==> config.mk <==
export PLATFORM = sky130hd
export DESIGN_NAME = ifd_top
export DESIGN_NICKNAME = d
export VERILOG_FILES = /design/src/rtl/ifd_pkg.sv /design/src/rtl/ifd_decode.sv /design/src/rtl/ifd_alu.sv /design/src/rtl/ifd_top.sv
export VERILOG_INCLUDE_DIRS = /design/src /design/src/rtl
export SDC_FILE = /design/constraint.sdc
export NUM_CORES = 1
export LEC_CHECK = 0
export CORE_MARGIN = 3
export CORE_UTILIZATION = 50
export CTS_CLUSTER_SIZE = 25
export DETAILED_ROUTE_END_ITERATION = 12
export DONT_BUFFER_PORTS = 1
export PLACE_DENSITY_LB_ADDON = 0.15
export SYNTH_ARGS = -nofsm -noshare
export SYNTH_HDL_FRONTEND = slang
export SYNTH_SLANG_ARGS = --single-unit
==> constraint.sdc <==
create_clock -name clk -period 3.3 [get_ports clk]
set_input_delay 0.165 -clock clk [delete_from_list [all_inputs] [get_ports clk]]
set_output_delay 0.165 -clock clk [all_outputs]
set_load 0.01 [all_outputs]
==> src/rtl/ifd_regs.svh <==
// Contract
// - bit 9 selects working_register or file destination
// - bit a forces access bank or uses bank_select_register
// - move_file_to_file carries 12-bit source, prefixed destination
// - bit ops extract 3-bit position, a, address
// - literal ops take 8-bit immediate, bits 7..0
// - call/goto join 20-bit target, second word prefixed
// - call first word holds fast bit S
// - decimal_adjust_w adjusts nibbles by 6, sets carry
// - decrement_file subtracts one, updates five flags
// - extended set, a zero, f<=95 uses indexed offset
`ifndef IFD_REGS_SVH
`define IFD_REGS_SVH
// register byte offsets
`define IFD_OFF_CTRL   8'h00
`define IFD_OFF_WORD0  8'h04
`define IFD_OFF_WORD1  8'h08
`define IFD_OFF_WORKING_REGISTER   8'h0C
`define IFD_OFF_BSR    8'h10
`define IFD_OFF_FLAGS  8'h14
`define IFD_OFF_FILE   8'h18
`define IFD_OFF_INDEX  8'h1C
`define IFD_OFF_DECA   8'h20
`define IFD_OFF_DECB   8'h24
`define IFD_OFF_DECC   8'h28
// control bit positions
`define IFD_CTRL_GO    0
`define IFD_CTRL_EXT   1
`define IFD_CTRL_BAD   2
`define IFD_CTRL_BUSY  3
// instruction field positions
`define IFD_D_POS      9
`define IFD_A_POS      8
// encodings and limits
`define IFD_ENC_DAW    16'h0007
`define IFD_OPC_DECREMENT_FILE   6'h01
`define IFD_PREFIX     4'hF
`define IFD_IDX_MAX    8'h5F
`define IFD_ACC_HIGH   4'hF
// reset values
`define IFD_RST_WORD   16'h0000
`define IFD_RST_BYTE   8'h00
// bus answers
`define IFD_RESP_OKAY  2'h0
`define IFD_RESP_DEC   2'h3
`endif

==> src/rtl/ifd_pkg.sv <==
package ifd_pkg;
   // execution sequencer, one-hot
   typedef enum logic [1:0] {IFD_IDLE = 2'b01, IFD_EXEC = 2'b10} ifd_state_t;
   // operations the block executes
   typedef enum logic [1:0] {
      IFD_OP_NONE = 2'b00,
      IFD_OP_DAW  = 2'b01,
      IFD_OP_DECREMENT_FILE = 2'b10
   } ifd_op_t;
   // status flags, carry in bit 0
   typedef struct packed {
      logic n;
      logic ov;
      logic z;
      logic dc;
      logic c;
   } ifd_flags_t;
   // every field view of the instruction words
   typedef struct packed {
      logic        dBit;
      logic        aBit;
      logic [2:0]  bitPos;
      logic [7:0]  fileLow;
      logic [11:0] fileAddr;
      logic        indexed;
      logic [11:0] srcAddr;
      logic [11:0] dstAddr;
      logic [7:0]  literal;
      logic [19:0] target;
      logic        fastBit;
      logic        prefixOk;
   } ifd_dec_t;
endpackage

==> src/rtl/ifd_decode.sv <==
`timescale 1ns/1ps
`include "ifd_regs.svh"
module ifd_decode (
   input  wire logic [15:0]      word0,   // first instruction word
   input  wire logic [15:0]      word1,   // second instruction word
   input  wire logic [3:0]       bank_select_register,     // bank_select_register
   input  wire logic             extEn,   // extended set enabled
   input  wire logic [11:0]      idxBase, // indexed offset base
   output ifd_pkg::ifd_dec_t     dec      // decoded fields
);
   import ifd_pkg::*;
   // second words of two-word forms begin with the prefix
   function automatic logic hasPrefix(input logic [15:0] w);
      return w[15:12] == `IFD_PREFIX;
   endfunction
   // pure field extraction, every format view at once
   always_comb begin
      dec          = '0;
      dec.dBit     = word0[`IFD_D_POS];
      dec.aBit     = word0[`IFD_A_POS];
      dec.bitPos   = word0[11:9];
      dec.fileLow  = word0[7:0];
      dec.indexed  = extEn && !word0[`IFD_A_POS] && (word0[7:0] <= `IFD_IDX_MAX);
      if (word0[`IFD_A_POS]) begin
         dec.fileAddr = {bank_select_register, word0[7:0]};
      end else if (dec.indexed) begin
         dec.fileAddr = 12'(idxBase + {4'h0, word0[7:0]});
      end else if (word0[7:0] <= `IFD_IDX_MAX) begin
         dec.fileAddr = {4'h0, word0[7:0]};
      end else begin
         dec.fileAddr = {`IFD_ACC_HIGH, word0[7:0]};
      end
      dec.srcAddr  = word0[11:0];
      dec.dstAddr  = word1[11:0];
      dec.literal  = word0[7:0];
      dec.target   = {word1[11:0], word0[7:0]};
      dec.fastBit  = word0[8];
      dec.prefixOk = hasPrefix(word1);
   end
endmodule

==> src/rtl/ifd_alu.sv <==
`timescale 1ns/1ps
`include "ifd_regs.svh"
module ifd_alu (
   input  wire ifd_pkg::ifd_op_t    op,       // operation
   input  wire logic [7:0]          working_register,     // working_register
   input  wire logic [7:0]          fileVal,  // file operand
   input  wire ifd_pkg::ifd_flags_t flagsIn,  // flags before
   output logic [7:0]               result,   // operation result
   output ifd_pkg::ifd_flags_t      flagsOut  // flags after
);
   import ifd_pkg::*;
   // nibble outside decimal range
   function automatic logic over9(input logic [3:0] v);
      return v > 4'h9;
   endfunction
   logic       lowAdj;  // low nibble needs six
   logic       highAdj; // high nibble needs six
   logic [8:0] step;    // after low adjust
   logic [8:0] dawRes;  // after both adjusts
   // low carry ripples into the high check
   always_comb begin
      lowAdj  = over9(working_register[3:0]) || flagsIn.dc;
      step    = {1'b0, working_register} + (lowAdj ? 9'h006 : 9'h000);
      highAdj = over9(step[7:4]) || flagsIn.c || step[8];
      dawRes  = step + (highAdj ? 9'h060 : 9'h000);
   end
   // result and flag select
   always_comb begin
      flagsOut = flagsIn;
      result   = working_register;
      case (op)
         IFD_OP_DAW: begin
            result     = dawRes[7:0];
            flagsOut.c = highAdj;
         end
         IFD_OP_DECREMENT_FILE: begin
            result      = fileVal - 8'h01;
            flagsOut.c  = fileVal != 8'h00;
            flagsOut.dc = fileVal[3:0] != 4'h0;
            flagsOut.z  = fileVal == 8'h01;
            flagsOut.n  = result[7];
            flagsOut.ov = fileVal == 8'h80;
         end
         default: result = working_register;
      endcase
   end
endmodule

==> src/rtl/ifd_top.sv <==
// The AXI4-Lite slave port and the register addresses are this design's own decisions.
`timescale 1ns/1ps
`include "ifd_regs.svh"
module ifd_top #(
   parameter int ADDR_W = 8 // bus address width
) (
   input  wire logic              clk,           // 200 MHz core clock
   input  wire logic              reset_n,       // async reset, low
   input  wire logic              s_axi_awvalid, // write address valid
   output logic                   s_axi_awready, // write address ready
   input  wire logic [ADDR_W-1:0] s_axi_awaddr,  // write address
   input  wire logic              s_axi_wvalid,  // write data valid
   output logic                   s_axi_wready,  // write data ready
   input  wire logic [31:0]       s_axi_wdata,   // write data
   input  wire logic [3:0]        s_axi_wstrb,   // byte strobes
   output logic                   s_axi_bvalid,  // write response valid
   input  wire logic              s_axi_bready,  // write response ready
   output logic [1:0]             s_axi_bresp,   // write response
   input  wire logic              s_axi_arvalid, // read address valid
   output logic                   s_axi_arready, // read address ready
   input  wire logic [ADDR_W-1:0] s_axi_araddr,  // read address
   output logic                   s_axi_rvalid,  // read data valid
   input  wire logic              s_axi_rready,  // read data ready
   output logic [31:0]            s_axi_rdata,   // read data
   output logic [1:0]             s_axi_rresp,   // read response
   output ifd_pkg::ifd_flags_t    flagsOut       // current status flags
);
   import ifd_pkg::*;

   ifd_state_t           state_r;   // sequencer
   logic                 awHeld_r;  // address captured
   logic [ADDR_W-1:0]    awAddr_r;  // captured address
   logic                 wHeld_r;   // data captured
   logic [31:0]          wData_r;   // captured data
   logic [3:0]           wStrb_r;   // captured strobes
   logic                 bvalid_r;  // response pending
   logic [1:0]           bresp_r;   // response code
   logic                 rvalid_r;  // read data pending
   logic [31:0]          rdata_r;   // read data
   logic [1:0]           rresp_r;   // read response
   logic                 extEn_r;   // extended set enable
   logic                 badOp_r;   // sticky unsupported op
   logic [15:0]          word0_r;   // first word
   logic [15:0]          word1_r;   // second word
   logic [7:0]           working_register_r;    // working_register
   logic [3:0]           bsr_r;     // bank_select_register
   ifd_flags_t           flags_r;   // status flags
   logic [7:0]           fileData_r; // addressed file value
   logic [11:0]          idxBase_r; // indexed base
   ifd_dec_t             dec;       // decoded fields
   ifd_op_t              op;        // operation of word0
   logic [7:0]           aluRes;    // alu result
   ifd_flags_t           aluFlags;  // alu flags
   logic                 doWrite;   // commit a bus write
   logic                 execNow;   // commit an operation
   logic                 go;        // launch strobe
   logic [ADDR_W-1:0]    wOff;      // captured write offset, low bits kept

   // byte lanes merge into the old value
   function automatic logic [31:0] merge(input logic [31:0] old,
                                         input logic [31:0] nw,
                                         input logic [3:0]  strb);
      logic [31:0] res;
      res = old;
      for (int i = 0; i < 4; i++) begin
         if (strb[i]) begin
            res[8*i +: 8] = nw[8*i +: 8];
         end
      end
      return res;
   endfunction

   // word aligned offset compare
   function automatic logic hit(input logic [ADDR_W-1:0] a, input logic [7:0] off);
      return {a[ADDR_W-1:2], 2'b00} == ADDR_W'(off);
   endfunction

   // mapped address check
   function automatic logic mapped(input logic [ADDR_W-1:0] a);
      return ({a[ADDR_W-1:2], 2'b00} <= ADDR_W'(`IFD_OFF_DECC));
   endfunction

   ifd_decode u_decode (
      .word0   (word0_r),
      .word1   (word1_r),
      .bank_select_register     (bsr_r),
      .extEn   (extEn_r),
      .idxBase (idxBase_r),
      .dec     (dec)
   );

   ifd_alu u_alu (
      .op       (op),
      .working_register     (working_register_r),
      .fileVal  (fileData_r),
      .flagsIn  (flags_r),
      .result   (aluRes),
      .flagsOut (aluFlags)
   );

   // operation recognised from the first word
   always_comb begin
      if (word0_r == `IFD_ENC_DAW) begin
         op = IFD_OP_DAW;
      end else if (word0_r[15:10] == `IFD_OPC_DECREMENT_FILE) begin
         op = IFD_OP_DECREMENT_FILE;
      end else begin
         op = IFD_OP_NONE;
      end
   end

   // handshakes; writes refused while an operation commits
   assign s_axi_awready = !awHeld_r && !bvalid_r && (state_r == IFD_IDLE);
   assign s_axi_wready  = !wHeld_r && !bvalid_r && (state_r == IFD_IDLE);
   assign s_axi_arready = !rvalid_r;
   assign s_axi_bvalid  = bvalid_r;
   assign s_axi_bresp   = bresp_r;
   assign s_axi_rvalid  = rvalid_r;
   assign s_axi_rdata   = rdata_r;
   assign s_axi_rresp   = rresp_r;
   assign flagsOut      = flags_r;
   assign doWrite       = awHeld_r && wHeld_r;
   assign wOff          = awAddr_r;
   assign go            = doWrite && hit(wOff, `IFD_OFF_CTRL) && wStrb_r[0]
                          && wData_r[`IFD_CTRL_GO];
   assign execNow       = state_r == IFD_EXEC;

   // write address capture, either order with data
   always_ff @(posedge clk or negedge reset_n) begin
      if (!reset_n) begin
         awHeld_r <= 1'b0;
         awAddr_r <= '0;
      end else if (s_axi_awvalid && s_axi_awready) begin
         awHeld_r <= 1'b1;
         awAddr_r <= s_axi_awaddr;
      end else if (doWrite) begin
         awHeld_r <= 1'b0;
      end
   end

   // write data capture
   always_ff @(posedge clk or negedge reset_n) begin
      if (!reset_n) begin
         wHeld_r <= 1'b0;
         wData_r <= '0;
         wStrb_r <= '0;
      end else if (s_axi_wvalid && s_axi_wready) begin
         wHeld_r <= 1'b1;
         wData_r <= s_axi_wdata;
         wStrb_r <= s_axi_wstrb;
      end else if (doWrite) begin
         wHeld_r <= 1'b0;
      end
   end

   // write response, held until taken
   always_ff @(posedge clk or negedge reset_n) begin
      if (!reset_n) begin
         bvalid_r <= 1'b0;
         bresp_r  <= `IFD_RESP_OKAY;
      end else if (doWrite) begin
         bvalid_r <= 1'b1;
         bresp_r  <= mapped(wOff) ? `IFD_RESP_OKAY : `IFD_RESP_DEC;
      end else if (s_axi_bready) begin
         bvalid_r <= 1'b0;
      end
   end

   // sequencer: one commit cycle per launch
   always_ff @(posedge clk or negedge reset_n) begin
      if (!reset_n) begin
         state_r <= IFD_IDLE;
      end else begin
         case (state_r)
            IFD_IDLE: if (go) begin
               state_r <= IFD_EXEC;
            end
            IFD_EXEC: state_r <= IFD_IDLE;
            default:  state_r <= IFD_IDLE;
         endcase
      end
   end

   // control bits; unsupported-op set wins over clear
   always_ff @(posedge clk or negedge reset_n) begin
      if (!reset_n) begin
         extEn_r <= 1'b0;
         badOp_r <= 1'b0;
      end else begin
         if (doWrite && hit(wOff, `IFD_OFF_CTRL) && wStrb_r[0]) begin
            extEn_r <= wData_r[`IFD_CTRL_EXT];
         end
         if (execNow && op == IFD_OP_NONE) begin
            badOp_r <= 1'b1;
         end else if (doWrite && hit(wOff, `IFD_OFF_CTRL) && wStrb_r[0]
                      && wData_r[`IFD_CTRL_BAD]) begin
            badOp_r <= 1'b0;
         end
      end
   end

   // instruction words, bank and index base
   always_ff @(posedge clk or negedge reset_n) begin
      if (!reset_n) begin
         word0_r   <= `IFD_RST_WORD;
         word1_r   <= `IFD_RST_WORD;
         bsr_r     <= 4'h0;
         idxBase_r <= 12'h000;
      end else if (doWrite) begin
         if (hit(wOff, `IFD_OFF_WORD0)) begin
            word0_r <= 16'(merge({16'h0000, word0_r}, wData_r, wStrb_r));
         end
         if (hit(wOff, `IFD_OFF_WORD1)) begin
            word1_r <= 16'(merge({16'h0000, word1_r}, wData_r, wStrb_r));
         end
         if (hit(wOff, `IFD_OFF_BSR) && wStrb_r[0]) begin
            bsr_r <= wData_r[3:0];
         end
         if (hit(wOff, `IFD_OFF_INDEX)) begin
            idxBase_r <= 12'(merge({20'h00000, idxBase_r}, wData_r, wStrb_r));
         end
      end
   end

   // working_register: software or committed result
   always_ff @(posedge clk or negedge reset_n) begin
      if (!reset_n) begin
         working_register_r <= `IFD_RST_BYTE;
      end else if (execNow && op == IFD_OP_DAW) begin
         working_register_r <= aluRes;
      end else if (execNow && op == IFD_OP_DECREMENT_FILE && !dec.dBit) begin
         working_register_r <= aluRes;
      end else if (doWrite && hit(wOff, `IFD_OFF_WORKING_REGISTER) && wStrb_r[0]) begin
         working_register_r <= wData_r[7:0];
      end
   end

   // file operand: written back only when d selects it
   always_ff @(posedge clk or negedge reset_n) begin
      if (!reset_n) begin
         fileData_r <= `IFD_RST_BYTE;
      end else if (execNow && op == IFD_OP_DECREMENT_FILE && dec.dBit) begin
         fileData_r <= aluRes;
      end else if (doWrite && hit(wOff, `IFD_OFF_FILE) && wStrb_r[0]) begin
         fileData_r <= wData_r[7:0];
      end
   end

   // status flags
   always_ff @(posedge clk or negedge reset_n) begin
      if (!reset_n) begin
         flags_r <= '0;
      end else if (execNow && op != IFD_OP_NONE) begin
         flags_r <= aluFlags;
      end else if (doWrite && hit(wOff, `IFD_OFF_FLAGS) && wStrb_r[0]) begin
         flags_r <= wData_r[4:0];
      end
   end

   // read mux, sampled when the address is taken
   function automatic logic [31:0] readWord(input logic [ADDR_W-1:0] a);
      logic [31:0] v;
      v = 32'h0000_0000;
      if (hit(a, `IFD_OFF_CTRL)) begin
         v[`IFD_CTRL_EXT]  = extEn_r;
         v[`IFD_CTRL_BAD]  = badOp_r;
         v[`IFD_CTRL_BUSY] = state_r == IFD_EXEC;
      end
      if (hit(a, `IFD_OFF_WORD0)) v[15:0] = word0_r;
      if (hit(a, `IFD_OFF_WORD1)) v[15:0] = word1_r;
      if (hit(a, `IFD_OFF_WORKING_REGISTER))  v[7:0]  = working_register_r;
      if (hit(a, `IFD_OFF_BSR))   v[3:0]  = bsr_r;
      if (hit(a, `IFD_OFF_FLAGS)) v[4:0]  = flags_r;
      if (hit(a, `IFD_OFF_FILE))  v[7:0]  = fileData_r;
      if (hit(a, `IFD_OFF_INDEX)) v[11:0] = idxBase_r;
      if (hit(a, `IFD_OFF_DECA)) begin
         v = {13'h0000, dec.indexed, dec.dBit, dec.aBit, 1'b0, dec.bitPos, dec.fileAddr};
      end
      if (hit(a, `IFD_OFF_DECB)) v = {4'h0, dec.dstAddr, 4'h0, dec.srcAddr};
      if (hit(a, `IFD_OFF_DECC)) begin
         v = {2'h0, dec.prefixOk, dec.fastBit, dec.literal, dec.target};
      end
      return v;
   endfunction

   // read channel, one outstanding
   always_ff @(posedge clk or negedge reset_n) begin
      if (!reset_n) begin
         rvalid_r <= 1'b0;
         rdata_r  <= 32'h0000_0000;
         rresp_r  <= `IFD_RESP_OKAY;
      end else if (s_axi_arvalid && s_axi_arready) begin
         rvalid_r <= 1'b1;
         rdata_r  <= readWord(s_axi_araddr);
         rresp_r  <= mapped(s_axi_araddr) ? `IFD_RESP_OKAY : `IFD_RESP_DEC;
      end else if (s_axi_rready) begin
         rvalid_r <= 1'b0;
      end
   end

   // checks on the design's own behaviour
   property p_daw_carry;
      @(posedge clk) disable iff (!reset_n)
      (execNow && op == IFD_OP_DAW && working_register_r[7:4] > 4'h9) |=> flags_r.c;
   endproperty
   a_daw_carry: assert property (p_daw_carry) else $error("daw carry missing");

   property p_daw_value;
      @(posedge clk) disable iff (!reset_n)
      (execNow && op == IFD_OP_DAW && working_register_r == 8'hCE && !flags_r.c && !flags_r.dc)
      |=> working_register_r == 8'h34;
   endproperty
   a_daw_value: assert property (p_daw_value) else $error("daw result wrong");

   property p_decrement_file_w;
      @(posedge clk) disable iff (!reset_n)
      (execNow && op == IFD_OP_DECREMENT_FILE && !dec.dBit)
      |=> working_register_r == 8'($past(fileData_r) - 8'h01) && $stable(fileData_r);
   endproperty
   a_decrement_file_w: assert property (p_decrement_file_w) else $error("decrement_file to w wrong");

   property p_decrement_file_f;
      @(posedge clk) disable iff (!reset_n)
      (execNow && op == IFD_OP_DECREMENT_FILE && dec.dBit)
      |=> fileData_r == 8'($past(fileData_r) - 8'h01) && $stable(working_register_r);
   endproperty
   a_decrement_file_f: assert property (p_decrement_file_f) else $error("decrement_file to f wrong");

   property p_decrement_file_zero;
      @(posedge clk) disable iff (!reset_n)
      (execNow && op == IFD_OP_DECREMENT_FILE && fileData_r == 8'h01)
      |=> flags_r.z && flags_r.c && !flags_r.n;
   endproperty
   a_decrement_file_zero: assert property (p_decrement_file_zero) else $error("decrement_file flags wrong");

   property p_bank;
      @(posedge clk) disable iff (!reset_n)
      dec.aBit |-> dec.fileAddr == {bsr_r, word0_r[7:0]};
   endproperty
   a_bank: assert property (p_bank) else $error("bank address wrong");

   property p_access;
      @(posedge clk) disable iff (!reset_n)
      (!dec.aBit && !extEn_r) |-> dec.fileAddr[11:8] inside {4'h0, 4'hF};
   endproperty
   a_access: assert property (p_access) else $error("access bank wrong");

   property p_indexed;
      @(posedge clk) disable iff (!reset_n)
      (extEn_r && !dec.aBit && word0_r[7:0] <= 8'h5F)
      |-> dec.indexed && dec.fileAddr == 12'(idxBase_r + {4'h0, word0_r[7:0]});
   endproperty
   a_indexed: assert property (p_indexed) else $error("indexed address wrong");

   property p_target;
      @(posedge clk) disable iff (!reset_n)
      dec.target == {word1_r[11:0], word0_r[7:0]} && dec.fastBit == word0_r[8]
      && dec.prefixOk == (word1_r[15:12] == 4'hF);
   endproperty
   a_target: assert property (p_target) else $error("target decode wrong");

   property p_fields;
      @(posedge clk) disable iff (!reset_n)
      dec.bitPos == word0_r[11:9] && dec.literal == word0_r[7:0]
      && dec.srcAddr == word0_r[11:0] && dec.dBit == word0_r[9];
   endproperty
   a_fields: assert property (p_fields) else $error("field decode wrong");

   property p_bhold;
      @(posedge clk) disable iff (!reset_n)
      (s_axi_bvalid && !s_axi_bready) |=> s_axi_bvalid && $stable(s_axi_bresp);
   endproperty
   a_bhold: assert property (p_bhold) else $error("write response dropped");

   property p_launch;
      @(posedge clk) disable iff (!reset_n)
      go |=> execNow ##1 !execNow;
   endproperty
   a_launch: assert property (p_launch) else $error("launch not one cycle");

   c_daw: cover property (@(posedge clk) disable iff (!reset_n) execNow && op == IFD_OP_DAW);
   c_decrement_file: cover property (@(posedge clk) disable iff (!reset_n)
      execNow && op == IFD_OP_DECREMENT_FILE && !dec.dBit);
   c_write: cover property (@(posedge clk) disable iff (!reset_n) doWrite);
   c_read: cover property (@(posedge clk) disable iff (!reset_n)
      s_axi_rvalid && s_axi_rready);
endmodule

==> summary.txt <==
Worst Setup EP = fileData_r[7]
Worst Clk Skew = 0.00938 ns
Nature of the critical path endpoint = register
F_max = 319 MHz
Initial core utilization = 0.515
DR pass1 iterations = 5
Share of cells above drive strength 1 = 0.209
Post-route minimum period = 3.14 ns
Register area = 3330 µm²
Clock-pin slew on the worst setup and hold paths = 0.07 ns
Max-slew violation count = 0
Hold Crit Class = input pin to register
Most used DFF post-synth = dfrtp_1
Distinct cell type count after synthesis = 76
I/O pin total = 105
Tcrit/Tclk final = 0.951
Asr flop ratio synth = 1.00
Area of the multi-input gates = 3960 µm²
Clk_lat worst skew = 0.44 ns
Iteration-0 DRC Markers = 671
Status = finished clean
Share of the synthesized area in the top cell type = 0.438
Nets = 839
Area contributors post-synth = dfrtp_1, mux2_2, mux2i_1, nand2_1, o21ai_0
Tightest Pin Transition = 0.940 ns
Layout fillers = 1235
PortBufs = 0
Part of the Yosys area used for sequential elements = 0.442
Total Routing Usage GR = 0.281
Avg Cell Area, Syn = 10.3 µm²
First-pass GRT wire length = 35200 µm
DR vias/cell = 6.43
Cells after synthesis = 730
Worst setup SP type = register
Reg2reg start = working_register_r[3]
Diodes inserted = 0
Die X = 129 µm
Setup repair after global routing missed its margin = no
H-tree levels = 4
Post-synth EDFFs = 0
Area grow syn2layout = 15.0%
Via count = 6171
Power per cell area = 757 nW/µm²
Post-Syn Area = 7530 µm²
Hold Fails Final Rpt = 0
Yosys warning count = 0
Power Total = 6.56 mW
Num CTS Buffers = 17
Die ar. = 16600 µm²
Hpwl dp = 16200 µm
Final setup violation count = 0
Wire per inst = 23.5 µm
Reg2reg end = fileData_r[7]
Post-synth top area cell = dfrtp_1
Clock Sinks = 133
WP data arrival = 3.42 ns
Vias in the first global route = 6136
Worst path required time = 3.59 ns
RePlAce Congestion = 0.949
Root Buffer = clkbuf_16
Clk buf depth = 2
Crit-path max FO = 4
Max cap viols = 0
DRC Markers = 0
Die H = 129 µm
Largest net degree at the start of global routing = 134
Total Routed Length = 22500 µm
Core area = 14600 µm²
Grt ovf = 0
VDD IR max = 0.000413 V
FF-to-FF path depth = 17
Leak = 3.83 nW
Post-route ant nets = 0
Antenna violations before repair = 0
Slew headroom = 0.357
Critical path class = register to register
Setup_tns = 0 ns
FP Rows = 44
Worst Setup SP = working_register_r[3]
Yosys reg bits = 133
Flop2flop setup slack = 0.16 ns
TritonCTS clock tree = done
[how the worst min path moves through the flow]
stage	startpoint	to	depth (start not counted)
finish	s_axi_araddr[3]	s_axi_rdata[17]	2
global route	s_axi_araddr[3]	s_axi_rdata[17]	2
CTS	s_axi_araddr[3]	s_axi_rdata[17]	2
detailed placement	reset_n	idxBase_r[5]	0
global placement	reset_n	s_axi_rdata[6]	0
floorplan	reset_n	awAddr_r[2]	0
[area by class of cell]
cell class	count	share of cell area
clock buffers	18	0.0507
clock inverters	14	0.0152
inverters	26	0.0113
multi-input cells	534	0.457
flip-flops and latches	133	0.384
well taps	184	0.0266
repair buffers	51	0.0549
[layer usage]
layer / vias up / part of all wire / GRT usage
met3: 62 / 0.079 / 0.0776
met4: 0 / 0.040 / 0.122
li1: 2756 / - / -
met5: - / 0 / 0
met2: 299 / 0.46 / 0.435
met1: 3054 / 0.42 / 0.372
[cell usage in the layout (no fill, tap or decap), types with 7 or more instances in the layout]
cell	instances
dfrtp_1	132
mux2_2	80
nand2_1	66
nor2_1	51
o21ai_0	39
mux2i_1	36
a21oi_1	32
dlygate4sd3_1	29
inv_1	26
buf_4	21
a221oi_1	20
clkbuf_16	17
o21ai_1	14
ha_1	13
nand3_1	12
nor2b_1	12
a22oi_1	11
o22ai_1	10
xnor2_1	8
nand4_1	8
a21o_1	7
a211oi_1	7
or3_1	7
[cells in the mapped netlist (10+ instances only)]
| library cell | instances |
|---|---|
| dfrtp_1 | 132 |
| mux2_2 | 80 |
| mux2i_1 | 36 |
| clkbuf_1 | 22 |
| a22oi_1 | 12 |
| inv_1 | 26 |
| o21ai_0 | 40 |
| o22ai_1 | 10 |
| nand2_1 | 66 |
| a21oi_1 | 32 |
| o21ai_1 | 13 |
| ha_1 | 14 |
| nand3_1 | 12 |
| a221oi_1 | 20 |
| nor2b_1 | 13 |
| nor2_1 | 51 |
[logic make-up (layout without fill, tap and decap cells)]
logic type,count (synthesis),after routing,synth area share
muxes,120,120,0.178
other,1,2,0.000498
AOI/OAI and AO/OA,180,180,0.159
adders and majority gates,17,17,0.0312
DFF,133,133,0.442
buffers and inverters,64,109,0.0352
and+or+nand+nor,203,203,0.140
xor gates and xnor gates,12,12,0.0139
[repair_timing]
item / in CTS / in global routing
resized for setup: 0 / 5
setup endpoints to repair: 0 / 4
hold buffers: 30 / 0
buffers inserted: 0 / 2
hold endpoints to repair: 160 / 0
[sequential cells by signal (all words and copies together) (netlist names), 4 cells and up]
signal,count
awAddr_r,6
bsr_r,4
fileData_r,8
flagsOut,5
idxBase_r,12
s_axi_rdata,30
wData_r,16
word0_r,16
word1_r,16
working_register_r,8
[critical path: stages (launching register included)]
cell      delay (ns)
dfrtp_1         0.35
o21ai_0         0.08
nand2_1         0.09
ha_2            0.18
inv_1           0.05
fa_2            0.34
nand3b_1        0.23
buf_4           0.18
o21ai_0         0.13
a21oi_1         0.10
inv_1           0.07
ha_1            0.13
inv_1           0.05
fa_1            0.37
xor2_1          0.26
o32ai_2         0.11
a22oi_2         0.19
mux2i_1         0.09
[power by group]
| group | total (mW) | switching (mW) | internal, mW | leakage [nW] |
|---|---|---|---|---|
| Combinational | 1.90 | 1.03 | 0.868 | 1.80 |
| Sequential | 2.82 | 0.723 | 2.10 | 1.75 |
| Clock | 1.85 | 0.829 | 1.02 | 0.281 |
[stage by stage]
stage	hold WS (ns)	area [µm²]	worst slack [ns]	cells	util
2_1_floorplan	-0.131	7540	0.0896	731	-
3_3_place_gp	-0.127	7750	0.143	896	0.529
3_5_place_dp	-0.127	7750	0.0924	896	0.529
4_1_cts	0.0516	8630	0.0674	958	0.590
5_1_grt	0.0552	8670	0.00606	960	0.592
6_report	0.0592	8670	0.163	960	0.592
Note: power is estimated with default switching activity, not from simulation.
